$ cat config.mk
export PLATFORM = sky130hd
export DESIGN_NAME = wake_proxy_filter_regs
export DESIGN_NICKNAME = d
export VERILOG_FILES = /design/src/include/wake_proxy_pkg.sv /design/src/logic/wake_proxy_filter_regs.sv
export SDC_FILE = /design/constraint.sdc
export NUM_CORES = 1
export LEC_CHECK = 0
export BUFFER_PORTS_ARGS = -buffer_cell sky130_fd_sc_hd__clkbuf_2
export CAP_MARGIN = 15
export CORE_MARGIN = 10
export CORE_UTILIZATION = 55
export CTS_BUF_LIST = sky130_fd_sc_hd__clkbuf_4 sky130_fd_sc_hd__clkbuf_8 sky130_fd_sc_hd__clkbuf_16
export DETAILED_ROUTE_END_ITERATION = 10
export PLACE_DENSITY = 0.71
export SLEW_MARGIN = 30
export SYNTH_ARGS = -nofsm -noshare
export SYNTH_HDL_FRONTEND = slang
export SYNTH_SLANG_ARGS = --single-unit
$ cat constraint.sdc
create_clock -name ref_clk_in -period 5 [get_ports ref_clk_in]
set_input_delay 1 -clock ref_clk_in [delete_from_list [all_inputs] [get_ports ref_clk_in]]
set_output_delay 1 -clock ref_clk_in [all_outputs]
set_load 0.05 [all_outputs]
$ cat src/include/wake_proxy_pkg.sv
// constants for the wake and proxy filter register block
package wake_proxy_pkg;
  // register byte addresses
  localparam logic [15:0] WAKE_FILTER_ENABLE_ADDR = 16'h5808;
  localparam logic [15:0] WAKE_MATCH_STATUS_ADDR  = 16'h5810;
  localparam logic [15:0] WAKE_PACKET_LENGTH_ADDR = 16'h5900;
  localparam logic [15:0] WAKE_PACKET_MEMORY_ADDR = 16'h5a00;
  localparam logic [15:0] PROXY_FILTER_ENABLE_ADDR = 16'h5f60;
  localparam logic [15:0] PROXY_MATCH_STATUS_ADDR = 16'h5f64;
  localparam logic [15:0] WAKE_PACKET_MEMORY_SPAN = 16'h0080;
  // reset values
  localparam logic [31:0] ENABLE_RESET_VALUE = 32'h0000_0000;
  localparam logic [31:0] STATUS_RESET_VALUE = 32'h0000_0000;
  // writable bit masks (reserved bits read as zero)
  localparam logic [31:0] WAKE_ENABLE_MASK   = 32'h8fff_ceff;  // bits 0-7, 9-11, 14-27, 31
  localparam logic [31:0] PROXY_ENABLE_MASK  = 32'h00ff_0efd;
  localparam logic [31:0] WAKE_STATUS_MASK   = 32'h80ff_0eff;
  localparam logic [31:0] PROXY_STATUS_MASK  = 32'h00ff_0efc;
  // field positions in the enable and status words; offload D0 and flex queuing are enable bits only
  localparam int LINK_CHANGE_BIT    = 0;
  localparam int DIRECTED_UCAST_BIT = 2;
  localparam int GROUP_HASH_BIT     = 3;
  localparam int OFFLOAD_D0_BIT     = 0;
  localparam int FLEX_QUEUING_BIT   = 14;
  localparam int FLEX_LOW_BIT       = 16;
  localparam int FIRMWARE_WAKE_BIT  = 31;
  localparam int FLEX_COUNT         = 8;
  // wake packet capture
  localparam int CAPTURE_WORDS      = 32;
  localparam logic [11:0] LENGTH_SATURATION = 12'h7ff;
endpackage

$ cat src/logic/wake_proxy_filter_regs.sv
// wake and proxy filter registers with first wake packet capture
//
// Design decision made here: the Avalon-MM register port.
`timescale 1ns/1ps
// Summary of operation
// wake enable bits 0-7 and 9-11 arm sources
// bits 16-23 arm flex filters, actions
// unicast promiscuous plus directed enable wakes all
// flex queuing bit steers queues in D0
// firmware reset wakes when bit 31 set
// ARP target match needs IPv4 table hit
// solicitation target compares IPv6 table; NS broad
// status sets matched bits; write one clears
// status survives PCIe reset; power-good clears
// wake status frozen after first packet
// proxy status keeps accumulating matches
// directed unicast status needs unicast promiscuous, not address hit
// multicast status on hash hit or promiscuous
// flex status only when flex queuing off
// status bit 31 marks firmware reset wake
// length field holds first wake length
// length saturates at 2047 with jumbo
// 32 words capture first 128 bytes
// offload D0 bit allows offload in D0 as well as D3
// offload needs host and management enables
// proxy enable mirrors wake criteria
// promiscuous unicast proxy forwards all unicast
// host proxy enable allows D3 proxying
// commit only after good frame check
module wake_proxy_filter_regs #(
  parameter int CAPTURE_DEPTH = wake_proxy_pkg::CAPTURE_WORDS
) (
  input  wire logic        ref_clk_in,
  input  wire logic        reset_in,              // controller reset, clears enables, keeps status
  input  wire logic        pcie_reset_input_n_in, // does not touch status
  input  wire logic        aux_power_good_in,     // low clears status
  // avalon-mm slave
  input  wire logic [15:0] avs_address_in,
  input  wire logic        avs_read_in,
  input  wire logic        avs_write_in,
  input  wire logic [31:0] avs_writedata_in,
  input  wire logic [3:0]  avs_byteenable_in,
  output logic      [31:0] avs_readdata_out,
  output logic             avs_waitrequest_out,
  output logic      [1:0]  avs_response_out,
  // receive side decisions, one per packet
  input  wire logic        rx_data_valid_in,      // one 32-bit packet word
  input  wire logic [31:0] rx_data_in,
  input  wire logic        rx_end_in,             // packet finished
  input  wire logic        rx_crc_good_in,
  input  wire logic [13:0] rx_length_in,
  input  wire logic        jumbo_enable_in,
  input  wire logic        unicast_promiscuous_in,
  input  wire logic        multicast_promiscuous_in,
  input  wire logic        is_unicast_in,
  input  wire logic        address_hit_in,        // one of 32 receive addresses
  input  wire logic        is_multicast_in,
  input  wire logic        hash_hit_in,           // multicast hash table bit
  input  wire logic        is_broadcast_in,
  input  wire logic        wol_pattern_in,
  input  wire logic        arp_request_in,
  input  wire logic        ipv4_table_hit_in,
  input  wire logic        ipv4_directed_in,
  input  wire logic        ipv6_directed_in,
  input  wire logic        icmpv6_in,
  input  wire logic        ipv6_table_hit_in,     // bytes 9..24 of icmpv6 header
  input  wire logic [7:0]  flex_match_in,
  input  wire logic        link_change_in,
  input  wire logic        firmware_reset_in,
  input  wire logic        host_proxy_enable_in,
  input  wire logic        management_proxy_enable_in,
  input  wire logic        device_in_d3_in,
  output logic             wake_event_out,        // one-cycle wake request
  output logic             proxy_forward_out,     // packet goes to management
  output logic      [7:0]  flex_queue_steer_out,  // flex hits for D0 queuing
  output logic             proxy_active_out
);

  // elaboration check: the capture window is exactly 128 bytes
  if (CAPTURE_DEPTH != wake_proxy_pkg::CAPTURE_WORDS) begin : g_depth_check
    $error("capture depth must be 32 words");
  end

  // registers
  logic [31:0] wake_filter_enable_reg;
  logic [31:0] proxy_filter_enable_reg;
  logic [31:0] wake_match_status_reg;
  logic [31:0] proxy_match_status_reg;
  logic [11:0] wake_packet_length_reg;            // no reset
  logic [31:0] capture_mem_reg [CAPTURE_DEPTH];   // no reset
  logic [5:0]  capture_index_reg;                 // words captured from current packet
  logic [31:0] readdata_reg;
  logic [1:0]  response_reg;
  logic        ack_reg;
  logic        wake_event_reg;
  logic        proxy_forward_reg;
  logic [7:0]  flex_steer_reg;
  logic        proxy_active_reg;
  logic        pg_meta_reg, pg_sync_reg, pg_last_reg; // power-good synchroniser
  logic        fw_meta_reg, fw_sync_reg, fw_last_reg; // firmware reset synchroniser
  logic        pcie_meta_reg, pcie_sync_reg;           // observed only
  logic        fw_prev_reg;                            // agreed firmware level of the last cycle

  // bus decode
  wire         access       = (avs_read_in | avs_write_in) & ~ack_reg;
  wire         hit_wfe      = avs_address_in == wake_proxy_pkg::WAKE_FILTER_ENABLE_ADDR;
  wire         hit_wms      = avs_address_in == wake_proxy_pkg::WAKE_MATCH_STATUS_ADDR;
  wire         hit_wpl      = avs_address_in == wake_proxy_pkg::WAKE_PACKET_LENGTH_ADDR;
  wire         hit_pfe      = avs_address_in == wake_proxy_pkg::PROXY_FILTER_ENABLE_ADDR;
  wire         hit_pms      = avs_address_in == wake_proxy_pkg::PROXY_MATCH_STATUS_ADDR;
  wire         hit_mem      = (avs_address_in >= wake_proxy_pkg::WAKE_PACKET_MEMORY_ADDR) &&
                              (avs_address_in < (wake_proxy_pkg::WAKE_PACKET_MEMORY_ADDR +
                                                 wake_proxy_pkg::WAKE_PACKET_MEMORY_SPAN));
  wire [4:0]   mem_index    = avs_address_in[6:2];
  wire         mapped       = hit_wfe | hit_wms | hit_wpl | hit_pfe | hit_pms | hit_mem;
  // a write lands only at the edge where waitrequest is low, never at the edge that first sees it
  wire         wr_take      = avs_write_in & ack_reg;

  // byte lane mask
  function automatic logic [31:0] lane_mask(input logic [3:0] be);
    lane_mask = {{8{be[3]}}, {8{be[2]}}, {8{be[1]}}, {8{be[0]}}};
  endfunction
  wire [31:0]  wmask        = lane_mask(avs_byteenable_in);
  wire [31:0]  wdata_masked = avs_writedata_in & wmask;

  // read mux
  logic [31:0] read_value;
  always_comb begin
    if (hit_wfe) begin
      read_value = wake_filter_enable_reg;
    end else if (hit_wms) begin
      read_value = wake_match_status_reg;
    end else if (hit_wpl) begin
      read_value = {20'h0_0000, wake_packet_length_reg};
    end else if (hit_pfe) begin
      read_value = proxy_filter_enable_reg;
    end else if (hit_pms) begin
      read_value = proxy_match_status_reg;
    end else if (hit_mem) begin
      read_value = capture_mem_reg[mem_index];
    end else begin
      read_value = 32'h0000_0000;                         // unmapped reads zero
    end
  end

  // power-good and firmware reset from outside: three flops, second and third agree
  wire         pg_low       = ~pg_sync_reg & ~pg_last_reg;
  wire         fw_rise      = fw_sync_reg & fw_last_reg & ~fw_prev_reg;

  // offload gating
  wire         d0_offload   = proxy_filter_enable_reg[wake_proxy_pkg::OFFLOAD_D0_BIT];
  wire         offload_on   = host_proxy_enable_in & management_proxy_enable_in &
                              (device_in_d3_in | d0_offload);
  wire         flex_queuing = wake_filter_enable_reg[wake_proxy_pkg::FLEX_QUEUING_BIT];

  // per-packet criteria word, bit positions shared by wake and proxy
  wire         unicast_hit  = is_unicast_in & unicast_promiscuous_in;
  wire         directed_hit = is_unicast_in & address_hit_in & unicast_promiscuous_in;
  wire         group_hit    = is_multicast_in & (hash_hit_in | multicast_promiscuous_in);
  wire [31:0]  criteria = {
    8'h00,
    flex_match_in & {8{~flex_queuing}},
    4'h0,
    arp_request_in,                                       // bit 11
    icmpv6_in & ipv6_table_hit_in,                        // bit 10
    icmpv6_in,                                            // bit 9
    1'b0,
    ipv6_directed_in,
    ipv4_directed_in,
    arp_request_in & ipv4_table_hit_in,                   // bit 5
    is_broadcast_in,
    group_hit,
    directed_hit,
    wol_pattern_in,
    1'b0};
  // promiscuous unicast counts as a directed hit for wake and forwarding
  wire [31:0]  decide_bits  = criteria | ({31'h0, unicast_hit} << wake_proxy_pkg::DIRECTED_UCAST_BIT);

  wire         packet_good  = rx_end_in & rx_crc_good_in;
  wire [31:0]  wake_hits    = decide_bits & wake_filter_enable_reg & wake_proxy_pkg::WAKE_STATUS_MASK;
  wire [31:0]  proxy_hits   = decide_bits & proxy_filter_enable_reg & wake_proxy_pkg::PROXY_STATUS_MASK;
  wire         wake_packet  = packet_good & (|wake_hits);
  wire         proxy_packet = packet_good & offload_on & (|proxy_hits);
  wire         wake_frozen  = |wake_match_status_reg;
  wire         link_wake    = link_change_in & wake_filter_enable_reg[wake_proxy_pkg::LINK_CHANGE_BIT];
  wire         fw_wake      = fw_rise & wake_filter_enable_reg[wake_proxy_pkg::FIRMWARE_WAKE_BIT];

  // new wake status bits from this cycle's events
  wire [31:0]  wake_events  = (wake_packet ? wake_hits : 32'h0000_0000) |
                              ({31'h0, link_wake} << wake_proxy_pkg::LINK_CHANGE_BIT) |
                              ({31'h0, fw_wake} << wake_proxy_pkg::FIRMWARE_WAKE_BIT);
  wire [31:0]  wake_set     = wake_frozen ? 32'h0000_0000 : wake_events;
  wire [31:0]  proxy_set    = proxy_packet ? proxy_hits : 32'h0000_0000;
  wire [31:0]  wake_clr     = (wr_take & hit_wms) ? wdata_masked : 32'h0000_0000;
  wire [31:0]  proxy_clr    = (wr_take & hit_pms) ? wdata_masked : 32'h0000_0000;
  wire         record_first = wake_packet & ~wake_frozen;
  wire [11:0]  length_sat   = (jumbo_enable_in && rx_length_in > 14'(wake_proxy_pkg::LENGTH_SATURATION)) ?
                              wake_proxy_pkg::LENGTH_SATURATION : rx_length_in[11:0];

  // status: set wins over clear; only power-good loss resets it, not pcie or core reset
  always_ff @(posedge ref_clk_in) begin
    if (pg_low) begin
      wake_match_status_reg  <= wake_proxy_pkg::STATUS_RESET_VALUE;
      proxy_match_status_reg <= wake_proxy_pkg::STATUS_RESET_VALUE;
    end else begin
      wake_match_status_reg  <= (wake_match_status_reg & ~wake_clr) | wake_set;
      proxy_match_status_reg <= (proxy_match_status_reg & ~proxy_clr) | proxy_set;
    end
  end

  // enables and bus handshake on controller reset
  always_ff @(posedge ref_clk_in) begin
    if (reset_in) begin
      wake_filter_enable_reg  <= wake_proxy_pkg::ENABLE_RESET_VALUE;
      proxy_filter_enable_reg <= wake_proxy_pkg::ENABLE_RESET_VALUE;
      ack_reg                 <= 1'b0;
      readdata_reg            <= 32'h0000_0000;
      response_reg            <= 2'h0;
    end else begin
      ack_reg      <= access;   // answer one cycle after the request appears
      readdata_reg <= (avs_read_in & access) ? read_value : readdata_reg;
      response_reg <= access ? (mapped ? 2'h0 : 2'h2) : response_reg;
      if (wr_take && hit_wfe) begin
        wake_filter_enable_reg <= (wake_filter_enable_reg & ~wmask) |
                                  (wdata_masked & wake_proxy_pkg::WAKE_ENABLE_MASK);
      end
      if (wr_take && hit_pfe) begin
        proxy_filter_enable_reg <= (proxy_filter_enable_reg & ~wmask) |
                                   (wdata_masked & wake_proxy_pkg::PROXY_ENABLE_MASK);
      end
    end
  end

  // capture of packet words; only the first wake packet is kept, no reset on the data
  always_ff @(posedge ref_clk_in) begin
    if (reset_in || rx_end_in) begin
      capture_index_reg <= 6'h00;
    end else if (rx_data_valid_in && !wake_frozen && capture_index_reg < 6'(CAPTURE_DEPTH)) begin
      capture_mem_reg[capture_index_reg[4:0]] <= rx_data_in;
      capture_index_reg <= capture_index_reg + 6'h01;
    end
    if (record_first) begin
      wake_packet_length_reg <= length_sat;
    end
  end

  // synchronisers and event outputs
  always_ff @(posedge ref_clk_in) begin
    pg_meta_reg   <= aux_power_good_in;
    pg_sync_reg   <= pg_meta_reg;
    pg_last_reg   <= pg_sync_reg;
    fw_meta_reg   <= firmware_reset_in;
    fw_sync_reg   <= fw_meta_reg;
    fw_last_reg   <= fw_sync_reg;
    pcie_meta_reg <= pcie_reset_input_n_in;
    pcie_sync_reg <= pcie_meta_reg;
    if (reset_in) begin
      fw_prev_reg       <= 1'b0;
      wake_event_reg    <= 1'b0;
      proxy_forward_reg <= 1'b0;
      flex_steer_reg    <= 8'h00;
      proxy_active_reg  <= 1'b0;
    end else begin
      fw_prev_reg       <= fw_sync_reg & fw_last_reg;
      wake_event_reg    <= |wake_set;
      proxy_forward_reg <= proxy_packet;
      flex_steer_reg    <= (flex_queuing && !device_in_d3_in && rx_end_in) ?
                           flex_match_in & wake_filter_enable_reg[23:16] : 8'h00;
      proxy_active_reg  <= offload_on;
    end
  end

  assign avs_readdata_out     = readdata_reg;
  assign avs_waitrequest_out  = ~ack_reg;
  assign avs_response_out     = response_reg;
  assign wake_event_out       = wake_event_reg;
  assign proxy_forward_out    = proxy_forward_reg;
  assign flex_queue_steer_out = flex_steer_reg;
  assign proxy_active_out     = proxy_active_reg;

endmodule // wake_proxy_filter_regs

==> results of run 1 <==
## how the worst max path moves through the flow
stage | from | end | cells after the start
final | wake_match_status_reg[3] | capture_mem_reg[10][1] | 6
after floorplan | rx_data_valid_in | capture_mem_reg[30][0] | 4
after global placement | avs_address_in[2] | avs_readdata_out[20] | 7
after CTS | wake_match_status_reg[3] | capture_mem_reg[10][1] | 6
after global routing | wake_match_status_reg[3] | capture_mem_reg[10][6] | 6
after detailed placement | avs_address_in[2] | avs_readdata_out[20] | 7
## report_power, final
group / internal, mW / leakage (nW) / switching [mW] / total, mW
Clock: 5.14 / 1.94 / 3.74 / 8.88
Combinational: 0.324 / 5.33 / 0.567 / 0.891
Sequential: 11.1 / 10.8 / 0.00658 / 11.1
## kinds of logic (layout without fill, tap and decap cells)
group,after synthesis,count (layout)
flops,1222,1222
simple gates,588,588
mux,393,393
compound gates,326,326
buf+inv,163,487
xor+xnor,5,5
fa+ha+maj,4,4
other cells,1,3
## worst reg2reg max path: stages, from the launching register on
cell	delay (ps)
dfxtp_1	340
nor4_1	640
nand4_1	340
nor4_4	630
nand3_1	770
nor2_4	290
buf_4	630
## area by class of cell
cell class / count / area, um^2 / share of cell area
Antenna cell: 2 / 5.005 / 0.00009169
Clock buffer: 147 / 3149 / 0.05770
Clock inverter: 69 / 730.7 / 0.01339
Inverter: 7 / 26.28 / 0.0004814
Multi-Input combinational cell: 1317 / 12660 / 0.2319
Sequential cell: 1222 / 34830 / 0.6382
Tap cell: 1155 / 1445 / 0.02648
Timing Repair Buffer: 264 / 1737 / 0.03182
## synth_stat cells (15+ instances only)
cell type	number
nor4_1	20
nand2_1	185
mux4_2	236
a211o_1	22
buf_6	16
clkbuf_1	55
dfxtp_1	186
a22o_1	24
edfxtp_1	1036
mux2i_1	154
buf_2	52
a211oi_1	15
and2_1	23
nor3_1	29
nand4_1	18
nor2_1	122
o21ai_0	27
buf_4	18
a22oi_1	35
a21oi_1	79
o22ai_1	19
a31oi_1	28
nand3_1	90
## per-layer routing
layer	vias to the layer above	wire length (um)	global-route usage
met2	1446	61270	0.4073
met3	216	12350	0.05387
met4	4	3788	0.08450
met1	14000	49190	0.3439
met5	-	20	0
li1	11380	-	-
## per-stage QoR
stage / area (um^2) / cells
after global placement: 50680 / 3965
after CTS: 54580 / 4181
after detailed placement: 50700 / 3965
final: 54580 / 4183
after global routing: 54580 / 4182
after floorplan: 48160 / 2702
==> out/metrics.yaml, run 1 <==
status: "finished, final reports clean"
async_flop_share: 0
drv_slew: 0
ys_top_cells_by_area: "edfxtp_1, mux4_2, dfxtp_1"
drt_first_iter_violations: 3474
reg2reg_slack_ps: 970
grt_max_degree: 82
ctsHtreeMaxLevel: 3
first_pass_iters: 6
ctsHoldBuffers: 0
nNetsFinal: 3066
holdPathStages: 0
cp_top_family: "simple AND/OR/NAND/NOR gates"
ios: 181
yosys.area_share.simple: 0.06380
worst_slew_pin_slew_ps: 992.6
relSlewSlack: 0.3366
design.core.area_um2: 86890
yosys_warnings: 0
setup-tns-final_ps: 0
ys_types: 78
die_area_um2: 99810
worst-setup-path-type: "reg -> reg"
ctsResizeCount: 0
post-route-util: 0.6282
synth_area_um2: 48160
grt_pass1_vias: 27200
grtUsageTotal: 0.2532
yosys_most_used_dff: "edfxtp_1"
yosys.area.top_type: "edfxtp_1"
wl_per_cell_um: 30.27
clock_sinks: 1222
grt_pass1_wl_um: 185300
synth_cells: 2702
end_kind: "flip-flop"
post-route-period-util: 0.8055
max_stage_delay_ps: 770
largest_reg_flops: 1024
r2r_cells: 6
drc: 0
hold_slack_ps: 333.9
r2r-end: "capture_mem_reg[10][1]"
synth_compound_gate_area_share: 0.04798
fillers: 5950
final_cell_mix: "edfxtp_1, mux4_2, dfxtp_1"
maxCapViolCount: 0
cellLeakagePower_nw: 18.08
syn2layout_area_growth_pct: 13.33
grt.overflow.total: 0
setup_ws_ps: 972.7
path_clk_slew_ps: 60
grt_antenna_before_repair: 3
synth-xor-area-share: 0.0009093
finClkSkew_ps: 34.36
worst-path-buf-inv: 1
port_buffers: 177
layout_commonest_cell: "edfxtp_1"
dpl.hpwl_um: 78390
antenna_left: 0
hold_viol_final: 0
die_x_um: 315.9
synth_edf_count: 1036
tritoncts: "built"
peakVddDrop_mv: 0.3203
synth_top_family_by_area: "multiplexers"
holdPathEnd: "pg_sync_reg"
yosys.area.top_type_share: 0.6459
cts_buffers: 115
syn-mean-instance-area_um2: 17.82
start_kind: "flip-flop"
dp_slack_ps: 1036
power_mw: 20.83
r2r-start: "wake_match_status_reg[3]"
die_h_um: 315.9
synth-adder-area-share: 0.001039
hold_path.class: "reg -> reg"
rsz0062_at_grt: "false"
vias: 27040
powerDensity_nw_per_um2: 381.6
critPathArrivalTime_ps: 4350
crit_path_cell_trace: "nor4_1 -> nand4_1 -> nor4_4 -> nand3_1 -> nor2_4 -> buf_4"
final.min_clock_period_ps: 4027
synth_mux_area_frac: 0.1434
layout-drive-gt1-share: 0.2591
via_per_inst: 6.464
post_cts_buffers: 0
max_freq_ghz: 0.2483
setup_viol: 0
worstPathRequired_ps: 5320
routed_wirelength_um: 126600
cts_max_path_buffers: 3
gp_congestion: 0.9113
ys_ff_latch: 1222
root_buffer: "clkbuf_16"
initial_core_util: 0.5543
clk_latency_ps: 710
hold_path_startpoint: "pg_meta_reg"
rows: 108
synth-seq-area-share: 0.7232
synth_nets: 2841
cp_max_fo: 32
crit_path_top_delay_cell: "nand3_1"
Note: power is estimated with default switching activity, not from simulation.
==> run 2, diff against run 1 <==
- clock period: 5 -> 3.9 ns (I/O delays scaled with it)
==> out/metrics.yaml, run 2 (same netlist as run 1, synthesis figures left out) <==
design_area_um2: 54920  # +0.62%
finClkSkew_ps: 29.47  # -4.889 ps
dpl.hpwl_um: 79450  # +1.4%
peakVddDrop_mv: 0.3818  # +19%
grt.overflow.total: 0  # unchanged
end_kind: "flip-flop"
power_frac_comb: 0.045  # +0.002
routed_wirelength_um: 126600  # about the same
ctsResizeCount: 0  # unchanged
cts_max_path_buffers: 3  # unchanged
die_area_um2: 99810  # unchanged
layout_commonest_cell: "edfxtp_1"
antenna_left: 0  # unchanged
drc: 0  # unchanged
clock_sinks: 1222  # unchanged
grt_antenna_before_repair: 3  # unchanged
rsz0062_at_grt: "false"
post-route-period-util: 0.8540  # +0.04850
maxCapViolCount: 0  # unchanged
grt_pass1_wl_um: 185200  # about the same
largest_reg_flops: 1024  # unchanged
grt_pass1_vias: 27560  # +1.3%
post-route-util: 0.6321  # +0.003917
grtUsageTotal: 0.2526  # -0.0005605
final.min_clock_period_ps: 3330  # -696.9 ps
nNetsFinal: 3104  # +1.2%
relSlewSlack: 0.3839  # +0.04729
reg2reg_slack_ps: 570  # -400 ps
ctsHtreeMaxLevel: 3  # unchanged
worst-setup-path-type: "reg -> reg"
hold_path.class: "in -> reg"
status: "finished, final reports clean"
start_kind: "flip-flop"
placed_area_um2: 51130  # +0.84%
ios: 181  # unchanged
max_freq_ghz: 0.3003  # +21%
design.core.area_um2: 86890  # unchanged
power_switching_mw: 5.514  # +28%
wl_per_cell_um: 30.10  # -0.55%
rows: 108  # unchanged
critPathArrivalTime_ps: 3650  # -700 ps
cts_buffers: 116  # +0.87%
initial_core_util: 0.5543  # unchanged
layout-drive-gt1-share: 0.2652  # +0.006071
powerDensity_nw_per_um2: 482.1  # +26%
first_pass_iters: 8  # +2
p_int_mw: 20.96  # +27%
stdcell_count: 4207  # +0.57%
root_buffer: "clkbuf_16"
final_cell_mix: "edfxtp_1, mux4_2, dfxtp_1"
ctsHoldBuffers: 0  # unchanged
cp_max_fo: 20  # -38%
post_cts_buffers: 0  # unchanged
via_per_inst: 6.461  # about the same
post-place-cells: 4002  # +0.93%
drv_slew: 0  # unchanged
setup_viol: 0  # unchanged
setup-tns-final_ps: 0  # unchanged
seq_power_share: 0.536  # +0.005
power_mw: 26.48  # +27%
vias: 27180  # +0.52%
swShare: 0.2083  # +0.001011
die_h_um: 315.9  # unchanged
die_x_um: 315.9  # unchanged
port_buffers: 177  # unchanged
clk_latency_ps: 720  # about the same
worst_slew_pin_slew_ps: 922.2  # -70.43 ps
grt_max_degree: 71  # -13%
tritoncts: "built"
clockPowerShare: 0.420  # -0.006
worstPathRequired_ps: 4220  # -1100 ps
hold_viol_final: 0  # unchanged
path_clk_slew_ps: 60  # about the same
drt_first_iter_violations: 3258  # -6.2%
syn2layout_area_growth_pct: 14.04
cellLeakagePower_nw: 18.24  # +0.88%
gp_congestion: 0.9289  # +1.9%
run 2: metal layers:
layer / track usage / up-vias / wire length [um]
met2: 0.4092 / 1542 / 61010
met1: 0.3476 / 13980 / 49450
met5: 0 / - / 13
met4: 0.07957 / 2 / 3478
li1: - / 11440 / -
met3: 0.04623 / 215 / 12670
run 2: cell type report:
type / instances / area, um^2
Antenna cell: 1 / 2.502
Clock buffer: 150 / 3224
Clock inverter: 54 / 563.0
Fill cell: 5910 / 31960
Inverter: 7 / 26.28
Multi-Input combinational cell: 1317 / 12650
Sequential cell: 1222 / 34830
Tap cell: 1155 / 1445
Timing Repair Buffer: 301 / 2177
run 2: worst max-delay path, cell delays in order (launching register included):
cell and delay, ps:
dfxtp_1 340, nor4_1 590, nand4_1 360, nor4_4 630, nand3_1 180, buf_4 250
nor2_4 130, buf_4 450
run 2: final timing paths:
kind	to	cells after the start	start
worst max-delay path	capture_mem_reg[6][1]	7	wake_match_status_reg[2]
worst min-delay path	pg_meta_reg	1	aux_power_good_in
worst max register to register	capture_mem_reg[6][1]	7	wake_match_status_reg[2]
worst min register to register	fw_sync_reg	0	fw_meta_reg
run 2: through the flow:
stage	setup slack (ps)	hold WS, ps
after floorplan	468.5	309.6
after global placement	518.3	317.0
after detailed placement	422.0	316.1
after CTS	598.3	146.8
after global routing	485.6	171.6
final	569.6	181.0
run 2: power by group through the flow:
stage	Clock (mW)	Sequential (mW)	Combinational, mW
3_5_place_dp	0	14.5	1.17
3_3_place_gp	0	14.5	1.14
5_1_grt	11.8	14.2	1.26
2_1_floorplan	0	14.5	0.671
6_report	11.1	14.2	1.18
4_1_cts	11.2	14.2	1.18
